## src/shared/yls_params.svh

```systemverilog
`ifndef YLS_PARAMS_SVH
`define YLS_PARAMS_SVH
// Register indices; byte address is four times the index
`define YLS_IDX_FLAG      12'h9c0
`define YLS_IDX_RAW       12'h9c2
`define YLS_IDX_LIVE      12'h9c4
`define YLS_IDX_EN        12'h9c6
`define YLS_IDX_WIDTH     12'h9d0
`define YLS_IDX_BASE      12'h9d2
// Field positions
`define YLS_BIT_EMPTY     0
`define YLS_BIT_HALF      1
`define YLS_BIT_FULL      2
`define YLS_BIT_TERM      3
`define YLS_PIX_LSB       4
// Reset values
`define YLS_EN_RST        3'h0
`define YLS_WCODE_RST     3'h0
`define YLS_BASE_RST      7'h60
`define YLS_LIVE_RSVD     4'hf
// Level thresholds and codes
`define YLS_EMPTY_422     17'h00010
`define YLS_EMPTY_420     17'h00008
`define YLS_MODE_OFF      3'h0
`define YLS_MODE_DEC_OUT  3'h4
`define YLS_WCODE_MAX     3'h4
`define YLS_KB_SHIFT      10
`define YLS_TOP_ADDR      19'h4ffff
`endif

```

## src/shared/yls_pkg.sv

```systemverilog
package yls_pkg;
    // One bit per level condition
    typedef struct packed {
        logic full;
        logic half;
        logic empty;
    } yls_lvl_t;

    // All state of the top module
    typedef struct packed {
        yls_lvl_t    flag;
        logic        term;
        yls_lvl_t    raw;
        yls_lvl_t    live;
        yls_lvl_t    en;
        logic [2:0]  wcode;
        logic [6:0]  base;
        logic        pready;
        logic        pslverr;
        logic [31:0] prdata;
        logic        irq;
        logic        port_rd;
        logic        st_valid;
        logic [15:0] st_data;
        logic        term_pulse;
    } yls_state_t;
endpackage

```

## src/rtl/yls_width.sv

```systemverilog
`include "yls_params.svh"
// Decodes the width code into pixel count and buffer size
module yls_width (
    input  wire logic [2:0]  code,
    output logic      [10:0] pixels,
    output logic      [16:0] size_bytes,
    output logic             reserved
);
    logic [6:0] kbytes;

    // Width code table; codes above four are reserved and report zero size
    always_comb begin
        reserved = 1'b0;
        unique case (code)
            3'h0: begin pixels = 11'h280; kbytes = 7'h1e; end
            3'h1: begin pixels = 11'h320; kbytes = 7'h26; end
            3'h2: begin pixels = 11'h400; kbytes = 7'h30; end
            3'h3: begin pixels = 11'h500; kbytes = 7'h3c; end
            3'h4: begin pixels = 11'h640; kbytes = 7'h4b; end
            default: begin
                pixels   = 11'h000;
                kbytes   = 7'h00;
                reserved = 1'b1;
            end
        endcase
    end

    // Kilobytes to bytes
    assign size_bytes = {kbytes, 10'h000};
endmodule // yls_width

```

## src/rtl/yls_level.sv

```systemverilog
`include "yls_params.svh"
// Level conditions from byte count; zero while the codec is off
module yls_level (
    input  wire logic [16:0]     level,
    input  wire logic [16:0]     size_bytes,
    input  wire logic            fmt_420,
    input  wire logic [2:0]      mode,
    output yls_pkg::yls_lvl_t    cond
);
    logic        active;
    logic [16:0] empty_lim;

    // Flags only mean something when a codec mode is selected
    assign active    = (mode != `YLS_MODE_OFF);
    assign empty_lim = fmt_420 ? `YLS_EMPTY_420 : `YLS_EMPTY_422;

    // Threshold compares
    always_comb begin
        cond.full  = active && (size_bytes != 17'h00000) && (level >= size_bytes);
        cond.half  = active && (level >= {1'b0, size_bytes[16:1]});
        cond.empty = active && (level <= empty_lim);
    end
endmodule // yls_level

```

## src/rtl/yls_top.sv

```systemverilog
`include "yls_params.svh"
// What this block does
// - Empty means at most 16 bytes of 4:2:2 or 8 of 4:2:0
// - Raw full, half and empty set from level alone, ignoring enables
// - Level flags are valid only when codec mode is not zero
// - Writing 1 to a latched flag bit clears it
// - Latched full flag sets only while full enable is 1
// - Separate enables: full bit 2, half bit 1, empty bit 0
// - Read-only live status, unlatched and enable independent
// - Read-only field reports supported horizontal pixel width
// - Width codes map 640 to 1600 pixels; 101 to 111 reserved
// - Host write into a full buffer is dropped and recorded
// - Decoded output mode 100 turns the data port into a read port
module yls_top (
    input  wire logic        pclk,
    input  wire logic        presetn,
    input  wire logic        psel,
    input  wire logic        penable,
    input  wire logic        pwrite,
    input  wire logic [13:0] paddr,
    input  wire logic [31:0] pwdata,
    input  wire logic [3:0]  pstrb,
    output logic      [31:0] prdata,
    output logic             pready,
    output logic             pslverr,
    input  wire logic [2:0]  codec_mode,
    input  wire logic        fmt_420,
    input  wire logic [16:0] lb_level,
    input  wire logic        lb_wr_valid,
    input  wire logic [15:0] lb_wr_data,
    output logic             lb_store_valid,
    output logic      [15:0] lb_store_data,
    output logic             lb_wr_term,
    output logic             lb_port_rd,
    output logic      [18:0] lb_base_addr,
    output logic             lb_irq
);
    yls_pkg::yls_state_t st;
    yls_pkg::yls_state_t next_st;
    yls_pkg::yls_lvl_t   cond;
    logic [10:0]         pixels;
    logic [16:0]         size_bytes;
    logic                code_rsvd;
    logic                wr_rsvd;
    logic [11:0]         idx;
    logic                setup;
    logic                wr_do;
    logic                mapped;

    // Size decode from the stored width code
    yls_width u_width (
        .code       (st.wcode),
        .pixels     (pixels),
        .size_bytes (size_bytes),
        .reserved   (code_rsvd)
    );

    // Level compare
    yls_level u_level (
        .level      (lb_level),
        .size_bytes (size_bytes),
        .fmt_420    (fmt_420),
        .mode       (codec_mode),
        .cond       (cond)
    );

    // Reserved code on the write data, checked before it is stored
    yls_width u_wchk (
        .code       (pwdata[2:0]),
        .pixels     (),
        .size_bytes (),
        .reserved   (wr_rsvd)
    );

    // Bus decode
    assign idx    = paddr[13:2];
    assign setup  = psel && !penable;
    assign wr_do  = psel && penable && st.pready && pwrite && !st.pslverr;
    assign mapped = (paddr[1:0] == 2'h0) &&
                    (idx == `YLS_IDX_FLAG || idx == `YLS_IDX_RAW ||
                     idx == `YLS_IDX_LIVE || idx == `YLS_IDX_EN ||
                     idx == `YLS_IDX_WIDTH || idx == `YLS_IDX_BASE);

    // Next state
    always_comb begin
        next_st = st;
        // Zero-wait answer: ready in the first access cycle
        next_st.pready = setup;
        if (setup) begin
            next_st.pslverr = !mapped;
            next_st.prdata  = 32'h00000000;
            if (!pwrite) begin
                unique case (idx)
                    `YLS_IDX_FLAG:  next_st.prdata[3:0] = {st.term, st.flag};
                    `YLS_IDX_RAW:   next_st.prdata[2:0] = st.raw;
                    // Upper nibble reads as ones; live bits unlatched
                    `YLS_IDX_LIVE:  next_st.prdata[15:0] =
                                        {`YLS_LIVE_RSVD, 9'h000, st.live};
                    `YLS_IDX_EN:    next_st.prdata[2:0] = st.en;
                    `YLS_IDX_WIDTH: next_st.prdata[14:0] =
                                        {pixels, 1'b0, st.wcode};
                    `YLS_IDX_BASE:  next_st.prdata[6:0] = st.base;
                    default:        next_st.prdata = 32'h00000000;
                endcase
            end
        end

        // Live copy sees only the level, never the enables
        next_st.live = cond;
        // Register writes; the flag write is write-one-to-clear
        if (wr_do && pstrb[0]) begin
            unique case (idx)
                `YLS_IDX_FLAG: begin
                    next_st.flag = st.flag & ~yls_pkg::yls_lvl_t'(pwdata[2:0]);
                    next_st.raw  = st.raw  & ~yls_pkg::yls_lvl_t'(pwdata[2:0]);
                    if (pwdata[`YLS_BIT_TERM]) begin
                        next_st.term = 1'b0;
                    end
                end
                `YLS_IDX_EN:    next_st.en = yls_pkg::yls_lvl_t'(pwdata[2:0]);
                // Reserved codes are refused and the old size kept
                `YLS_IDX_WIDTH: if (!wr_rsvd) begin
                    next_st.wcode = pwdata[2:0];
                end
                `YLS_IDX_BASE:  next_st.base = pwdata[6:0];
                default: ;
            endcase
        end
        // Set wins over a clear in the same cycle
        next_st.raw  = next_st.raw | cond;
        next_st.flag = next_st.flag | (cond & st.en);

        // Host write port: drop writes while full and record it
        next_st.st_valid   = lb_wr_valid && !cond.full && !st.port_rd;
        next_st.term_pulse = lb_wr_valid && cond.full && !st.port_rd;
        if (lb_wr_valid) begin
            next_st.st_data = lb_wr_data;
        end
        if (next_st.term_pulse) begin
            next_st.term = 1'b1;
        end

        // Decoded output to host turns the port around
        next_st.port_rd = (codec_mode == `YLS_MODE_DEC_OUT);
        // Enabled latched flags reach the interrupt tree
        next_st.irq = |(next_st.flag & st.en);
    end

    // State register
    always_ff @(posedge pclk or negedge presetn) begin
        if (!presetn) begin
            st       <= '0;
            st.en    <= `YLS_EN_RST;
            st.wcode <= `YLS_WCODE_RST;
            st.base  <= `YLS_BASE_RST;
        end else begin
            st <= next_st;
        end
    end

    // Outputs straight from the state register
    assign prdata         = st.prdata;
    assign pready         = st.pready;
    assign pslverr        = st.pslverr;
    assign lb_store_valid = st.st_valid;
    assign lb_store_data  = st.st_data;
    assign lb_wr_term     = st.term_pulse;
    assign lb_port_rd     = st.port_rd;
    assign lb_base_addr   = {12'h000, st.base} << `YLS_KB_SHIFT;
    assign lb_irq         = st.irq;
endmodule // yls_top

```

## config.mk

```make
export PLATFORM = sky130hd
export DESIGN_NAME = yls_top
export DESIGN_NICKNAME = d
export VERILOG_FILES = /design/src/shared/yls_pkg.sv /design/src/rtl/yls_width.sv /design/src/rtl/yls_level.sv /design/src/rtl/yls_top.sv
export VERILOG_INCLUDE_DIRS = /design/src /design/src/shared
export SDC_FILE = /design/constraint.sdc
export NUM_CORES = 1
export LEC_CHECK = 0
export ABC_AREA = 0
export BUFFER_PORTS_ARGS = -buffer_cell sky130_fd_sc_hd__buf_4
export CORE_ASPECT_RATIO = 0.5
export CORE_MARGIN = 10
export CORE_UTILIZATION = 45
export DETAILED_ROUTE_END_ITERATION = 6
export PLACE_DENSITY = 0.76
export SLEW_MARGIN = 20
export SYNTH_ARGS = -nofsm -noshare
export SYNTH_HDL_FRONTEND = slang
export SYNTH_SLANG_ARGS = --single-unit
```

## constraint.sdc

```tcl
create_clock -name pclk -period 2.4 [get_ports pclk]
set_input_delay 0.24 -clock pclk [delete_from_list [all_inputs] [get_ports pclk]]
set_output_delay 0.24 -clock pclk [all_outputs]
set_load 0.02 [all_outputs]
```

Word-level counts from Yosys, hierarchy flattened

Index checks and enable logic that the tools add are counted.

Input port bits: 93
Flip-flop bits (word level): 77

Order comparisons: 3
Equality and inequality tests: 15
Reduce and logical (&&, ||, !) cells: 39
Mux-type cells: 13
Bitwise gates (word level): 7

Operators with widths:

| kind                   | number |
|---|---|
| $eq A12 B12 Y1 const B | 6 |
| $pmux W11 S5           | 1 |
| $pmux W7 S5            | 1 |
| $pmux W3 S6            | 1 |
| $ge A17 B16 Y1         | 1 |
| $ge A17 B17 Y1         | 1 |
| $le A17 B17 Y1         | 1 |
| $reduce_bool A17 Y1    | 1 |
| $mux W16               | 1 |
| $pmux W8 S2            | 1 |
| $logic_and A1 B1 Y1    | 15 |
| $mux W7                | 2 |
| $and A3 B3 Y3          | 4 |
| $eq A3 B2 Y1 const B   | 4 |
| $eq A3 B3 Y1 const B   | 3 |
| $eq A3 B1 Y1 const B   | 2 |
| $logic_not A3 Y1       | 2 |
| $or A3 B3 Y3           | 2 |
| $pmux W3 S2            | 1 |
| $reduce_and A3 Y1      | 2 |
| $reduce_bool A2 Y1     | 3 |
| $logic_not A1 Y1       | 5 |
| $logic_or A1 B1 Y1     | 5 |
| $mux W5                | 1 |
| 8 further kinds        | 11 |

Logic depth before layout (Yosys ltp)

Depth in word-level cells: 9
Mapped depth: 10

Modules after synthesis

From an unflattened synthesis, not the netlist that was laid out.

Cells, all modules: 450
Area total of the unflattened synthesis: 4,443.0 µm²

By module, submodules not included:

| module    | instances | area an instance (µm²) | cells each |
|---|---|---|---|
| yls_top   | 1         | 3,080.5                | 267 |
| yls_level | 1         | 867.1                  | 113 |
| yls_width | 2         | 247.7                  | 35 |

Worst setup path after synthesis

Ideal clock, no wire load.

Kind: reg-to-reg
Start: register st[63] (netlist bit)
End: register st[73] (netlist bit)
Cell stages (with the launch flop): 10
Arrival: 1.984 ns
Path slack: 0.298 ns
Buffers on the path: 1
Period minus slack after synthesis: 2.102 ns
Data required time: 2.282 ns
Path through: dfrtp_1 -> clkbuf_1 -> nand2_1 -> ha_1 -> a21oi_1 -> o21ai_0 -> a41o_1 -> o211a_1 -> and3b_1 -> a21o_1

RTL lines:

| item                   | line           | text |
|---|---|---|
| start, declared        | yls_top.sv:38  | `yls_pkg::yls_state_t st;` |
| start signal, assigned | yls_top.sv:157 | `st <= next_st;` |

==> qor.tcl <==
set qor(max_cap_viol_count) 0
set qor(crit_path_max_fo) 6
set qor(p_leak_uw) 0.00222
set qor(synthesis.yosys.warnings) 0
set qor(max_stage_delay_ns) 0.44
set qor(globalRoute.totalOverflow) 0
set qor(detail_route.iter0.violations) 123
set qor(timing_worst_setup_path_type) {reg2reg}
set qor(cp.arrival_ns) 2.45
set qor(multi_input_area_sq_um) 1590
set qor(timing.final.setup_violations) 0
set qor(die_x_um) 146
set qor(synth-xor-area-share) 0
set qor(wl_met3_um) 569
set qor(final_net_count) 524
set qor(final_max_slew_viol_count) 0
set qor(critical_path.startpoint_type) {flip-flop}
set qor(outcome) {finished clean}
set qor(final.period_utilization) 0.933
set qor(rows) 22
set qor(synth-edff-count) 0
set qor(detail_route.wirelength_um) 8260
set qor(worst_setup_hold_path_clk_slew_ns) 0.05
set qor(register_area_sq_um) 1480
set qor(max_freq_ghz) 0.447
set qor(worst_ep_required_time_ns) 2.61
set qor(synth_simple_gate_area_share) 0.149
set qor(detail_route.wl_per_cell_um) 15.6
set qor(floorplan.core_area_sq_um) 7490
set qor(combinational_family_with_the_most_area_after_synthesis) {buffers and inverters}
set qor(fin_ws_ns) 0.161
set qor(ir_drop_uv) 399
set qor(synth_cell_types) 54
set qor(fp.dieArea_sq_um) 12000
set qor(share_of_layout_cells_above_drive_strength_1) 0.402
set qor(final_cell_count_no_fill) 528
set qor(grt_total_usage) 0.135
set qor(drc) 0
set qor(final.setup.tns_ns) 0
set qor(skew_ns) 0.00628
set qor(dpl.cell_count) 511
set qor(ctsLongestPathBuffers) 2
set qor(worst_path_most_repeated_cell) {a21o_1}
set qor(detailedPlace.worstSlack_ns) 0.162
set qor(yosysSeqAreaShare) 0.417
set qor(die_h_um) 82.8
set qor(post_synth_instance_area_sq_um) 3550
set qor(postCtsSetupBuffers) 0
set qor(synth_compound_area_frac) 0.107
set qor(drt-met1-wl_um) 3820
set qor(rr_worst_depth) 9
set qor(place.port_buffers) 107
set qor(via_count_of_the_first_global_routing_pass) 2707
set qor(yosys-mux-area-fraction) 0.103
set qor(fill_cells) 649
set qor(synthCells) 340
set qor(crit_path_cell_trace) {inv_1 -> a21o_1 -> ha_1 -> a21oi_1 -> o21ai_0 -> a41o_1 -> o211a_2 -> and3b_1 -> a21o_1}
set qor(timing.hold.worst.class) {in2reg}
set qor(hold_depth) 2
set qor(cts_made_buffers) 9
set qor(syn-mean-instance-area_sq_um) 10.4
set qor(start_util) 0.474
set qor(global_route_wire_length_before_repair_um) 13100
set qor(max_slew_margin) 0.513
set qor(postLayoutCoreUtil) 0.589
set qor(crit_path_end_kind) {flip-flop}
set qor(async_reset_ff_frac) 1.00
set qor(io-pin-count) 166
set qor(tritonroute_pass_1_iters) 4
set qor(hold_violations) 0
set qor(antenna_found_initial) 0
set qor(clock_tree.root_cell) {clkbuf_16}
set qor(syn2layout_area_growth_pct) 24.3
set qor(route.top_layer_used) {met4}
set qor(antenna_violating_nets_post_route) 0
set qor(place_hpwl_um) 6620
set qor(grt_max_degree) 60
set qor(pin_slew_with_the_least_headroom_to_its_limit_ns) 0.731
set qor(met2_wirelength_um) 3780
set qor(power-per-cell-area_nw_per_um2) 651
set qor(yosys.area_share.adder) 0.0565
set qor(routabilityCongestion) 0.785
set qor(via_per_inst) 4.89
set qor(tritoncts) {done}
set qor(rsz0062_at_grt) {no}
set qor(worstSkewPairLatency_ns) 0.33
set qor(clkSinkCount) 59
set qor(detailroute.via_count) 2584
set qor(total_inserted_antenna_cells) 0
set qor(crit_slowest_cell) {dfrtp_1}
set qor(htree_depth) 3
set qor(post-route-min-period_ns) 2.24
set qor(postSynth.topFlopCell) {dfrtp_1}
set qor(synth.ff_latch_count) 59
sequential cells by signal, summed over array words and instances (netlist names):
signal,count
lb_port_rd,1
st,16
lb_store_data,16
lb_base_addr,7
pready,1
lb_irq,1
lb_wr_term,1
prdata,14
pslverr,1
lb_store_valid,1
power breakdown:
group          internal (uW)  switching [uW]
logic                    162             200
clock network           1010             452
registers               1030            15.4
stage by stage:
| stage | power (uW) | cell area (sq um) | hold WS (ns) |
|---|---|---|---|
| after CTS | 2900 | 4400 | 0.0791 |
| after global routing | 2980 | 4410 | 0.0840 |
| after floorplan | 1320 | 3650 | -0.0556 |
| after global placement | 1420 | 4050 | 0.344 |
| final | 2870 | 4410 | 0.0882 |
| after detailed placement | 1430 | 4050 | 0.348 |
routing by layer:
layer,vias to the layer above,GRT usage
met5,-,0
met4,0,0.0371
met3,9,0.0557
met2,90,0.213
met1,1224,0.169
li1,1261,-
synthesized netlist by cell type, types with 2 or more instances:
master / number / area [sq um]
a22o_1: 4 / 35.0
mux2i_1: 6 / 60.1
mux2_2: 27 / 304
nor4b_4: 2 / 47.6
nor2_1: 14 / 52.6
o221ai_1: 3 / 26.3
o211a_1: 2 / 20.0
nand4_1: 5 / 31.3
nor4_1: 2 / 12.5
nand2b_1: 2 / 12.5
nor2b_1: 3 / 18.8
nand3_1: 8 / 40.0
nor3_1: 4 / 20.0
inv_1: 10 / 37.5
a21oi_1: 12 / 60.1
clkbuf_1: 4 / 15.0
a21o_1: 7 / 52.6
ha_1: 16 / 200
and2b_1: 2 / 15.0
o211ai_1: 4 / 30.0
and3b_1: 2 / 17.5
nand2_1: 35 / 131
o21ai_0: 8 / 40.0
dfstp_2: 2 / 52.6
buf_4: 69 / 518
nor3b_1: 3 / 22.5
dfrtp_1: 57 / 1430
cells in the final DEF (no fill, tap or decap), types with 2 or more instances in the layout:
| cell type | synthesis | layout |
|---|---|---|
| a21o_1 | 7 | 7 |
| a21oi_1 | 12 | 12 |
| a22o_1 | 4 | 4 |
| and2b_1 | 2 | 2 |
| and3b_1 | 2 | 2 |
| buf_4 | 69 | 109 |
| bufinv_16 | 0 | 3 |
| clkbuf_16 | 0 | 9 |
| clkinv_2 | 0 | 2 |
| conb_1 | 1 | 30 |
| dfrtp_1 | 57 | 56 |
| dfstp_2 | 2 | 2 |
| ha_1 | 16 | 16 |
| inv_1 | 10 | 10 |
| mux2_2 | 27 | 27 |
| mux2i_1 | 6 | 6 |
| nand2_1 | 35 | 35 |
| nand2b_1 | 2 | 2 |
| nand3_1 | 8 | 8 |
| nand4_1 | 5 | 5 |
| nor2_1 | 14 | 13 |
| nor2b_1 | 3 | 3 |
| nor3_1 | 4 | 4 |
| nor3b_1 | 3 | 3 |
| nor4_1 | 2 | 2 |
| nor4b_4 | 2 | 2 |
| o211ai_1 | 4 | 4 |
| o21ai_0 | 8 | 8 |
| o221ai_1 | 3 | 3 |
path summary, 6_finish.rpt:
check | slack [ns] | end | from
max reg2reg | 0.16 | st[73]$_DFFE_PN0P_ | st[62]$_DFFE_PN0P_
max | 0.16 | st[73]$_DFFE_PN0P_ | st[62]$_DFFE_PN0P_
max in group asynchronous | 1.35 | st[63]$_DFFE_PN0P_ | presetn
min in group asynchronous | 0.52 | prdata[10]$_DFFE_PN0P_ | presetn
min reg2reg | 0.46 | lb_store_valid$_DFF_PN0_ | lb_port_rd$_DFF_PN0_
min | 0.09 | lb_port_rd$_DFF_PN0_ | codec_mode[0]
logic make-up (layout without fill, tap and decap cells):
family,Yosys count,in the layout
AO/OA/AOI/OAI,53,53
adder cells (fa/ha/maj),16,16
buffers and inverters,85,136
flip-flops,59,59
multiplexers,33,33
other,1,30
AND/OR/NAND/NOR,93,93
critical path: cells and delay by family (launching register included):
kind	cells	cell delay, ns
buffers and inverters	1	0.14
AOI/OAI and AO/OA	6	1.04
and+or+nand+nor	1	0.21
adders and majority gates	1	0.29
DFF	1	0.44
final cells by class:
type / count / area share
timing repair buffer: 110 / 0.188
inverter: 10 / 0.00852
tap: 108 / 0.0307
sequential: 59 / 0.336
multi-input combinational: 225 / 0.360
clock buffer: 9 / 0.0511
clock inverter: 7 / 0.0264
repair_timing:
action | in CTS | in global routing
endpoints found under the setup margin | 0 | 1
gates resized for setup | 0 | 3
hold endpoints to repair | 1 | 0
hold buffers | 1 | 0
(Power assumes the default switching activity.)
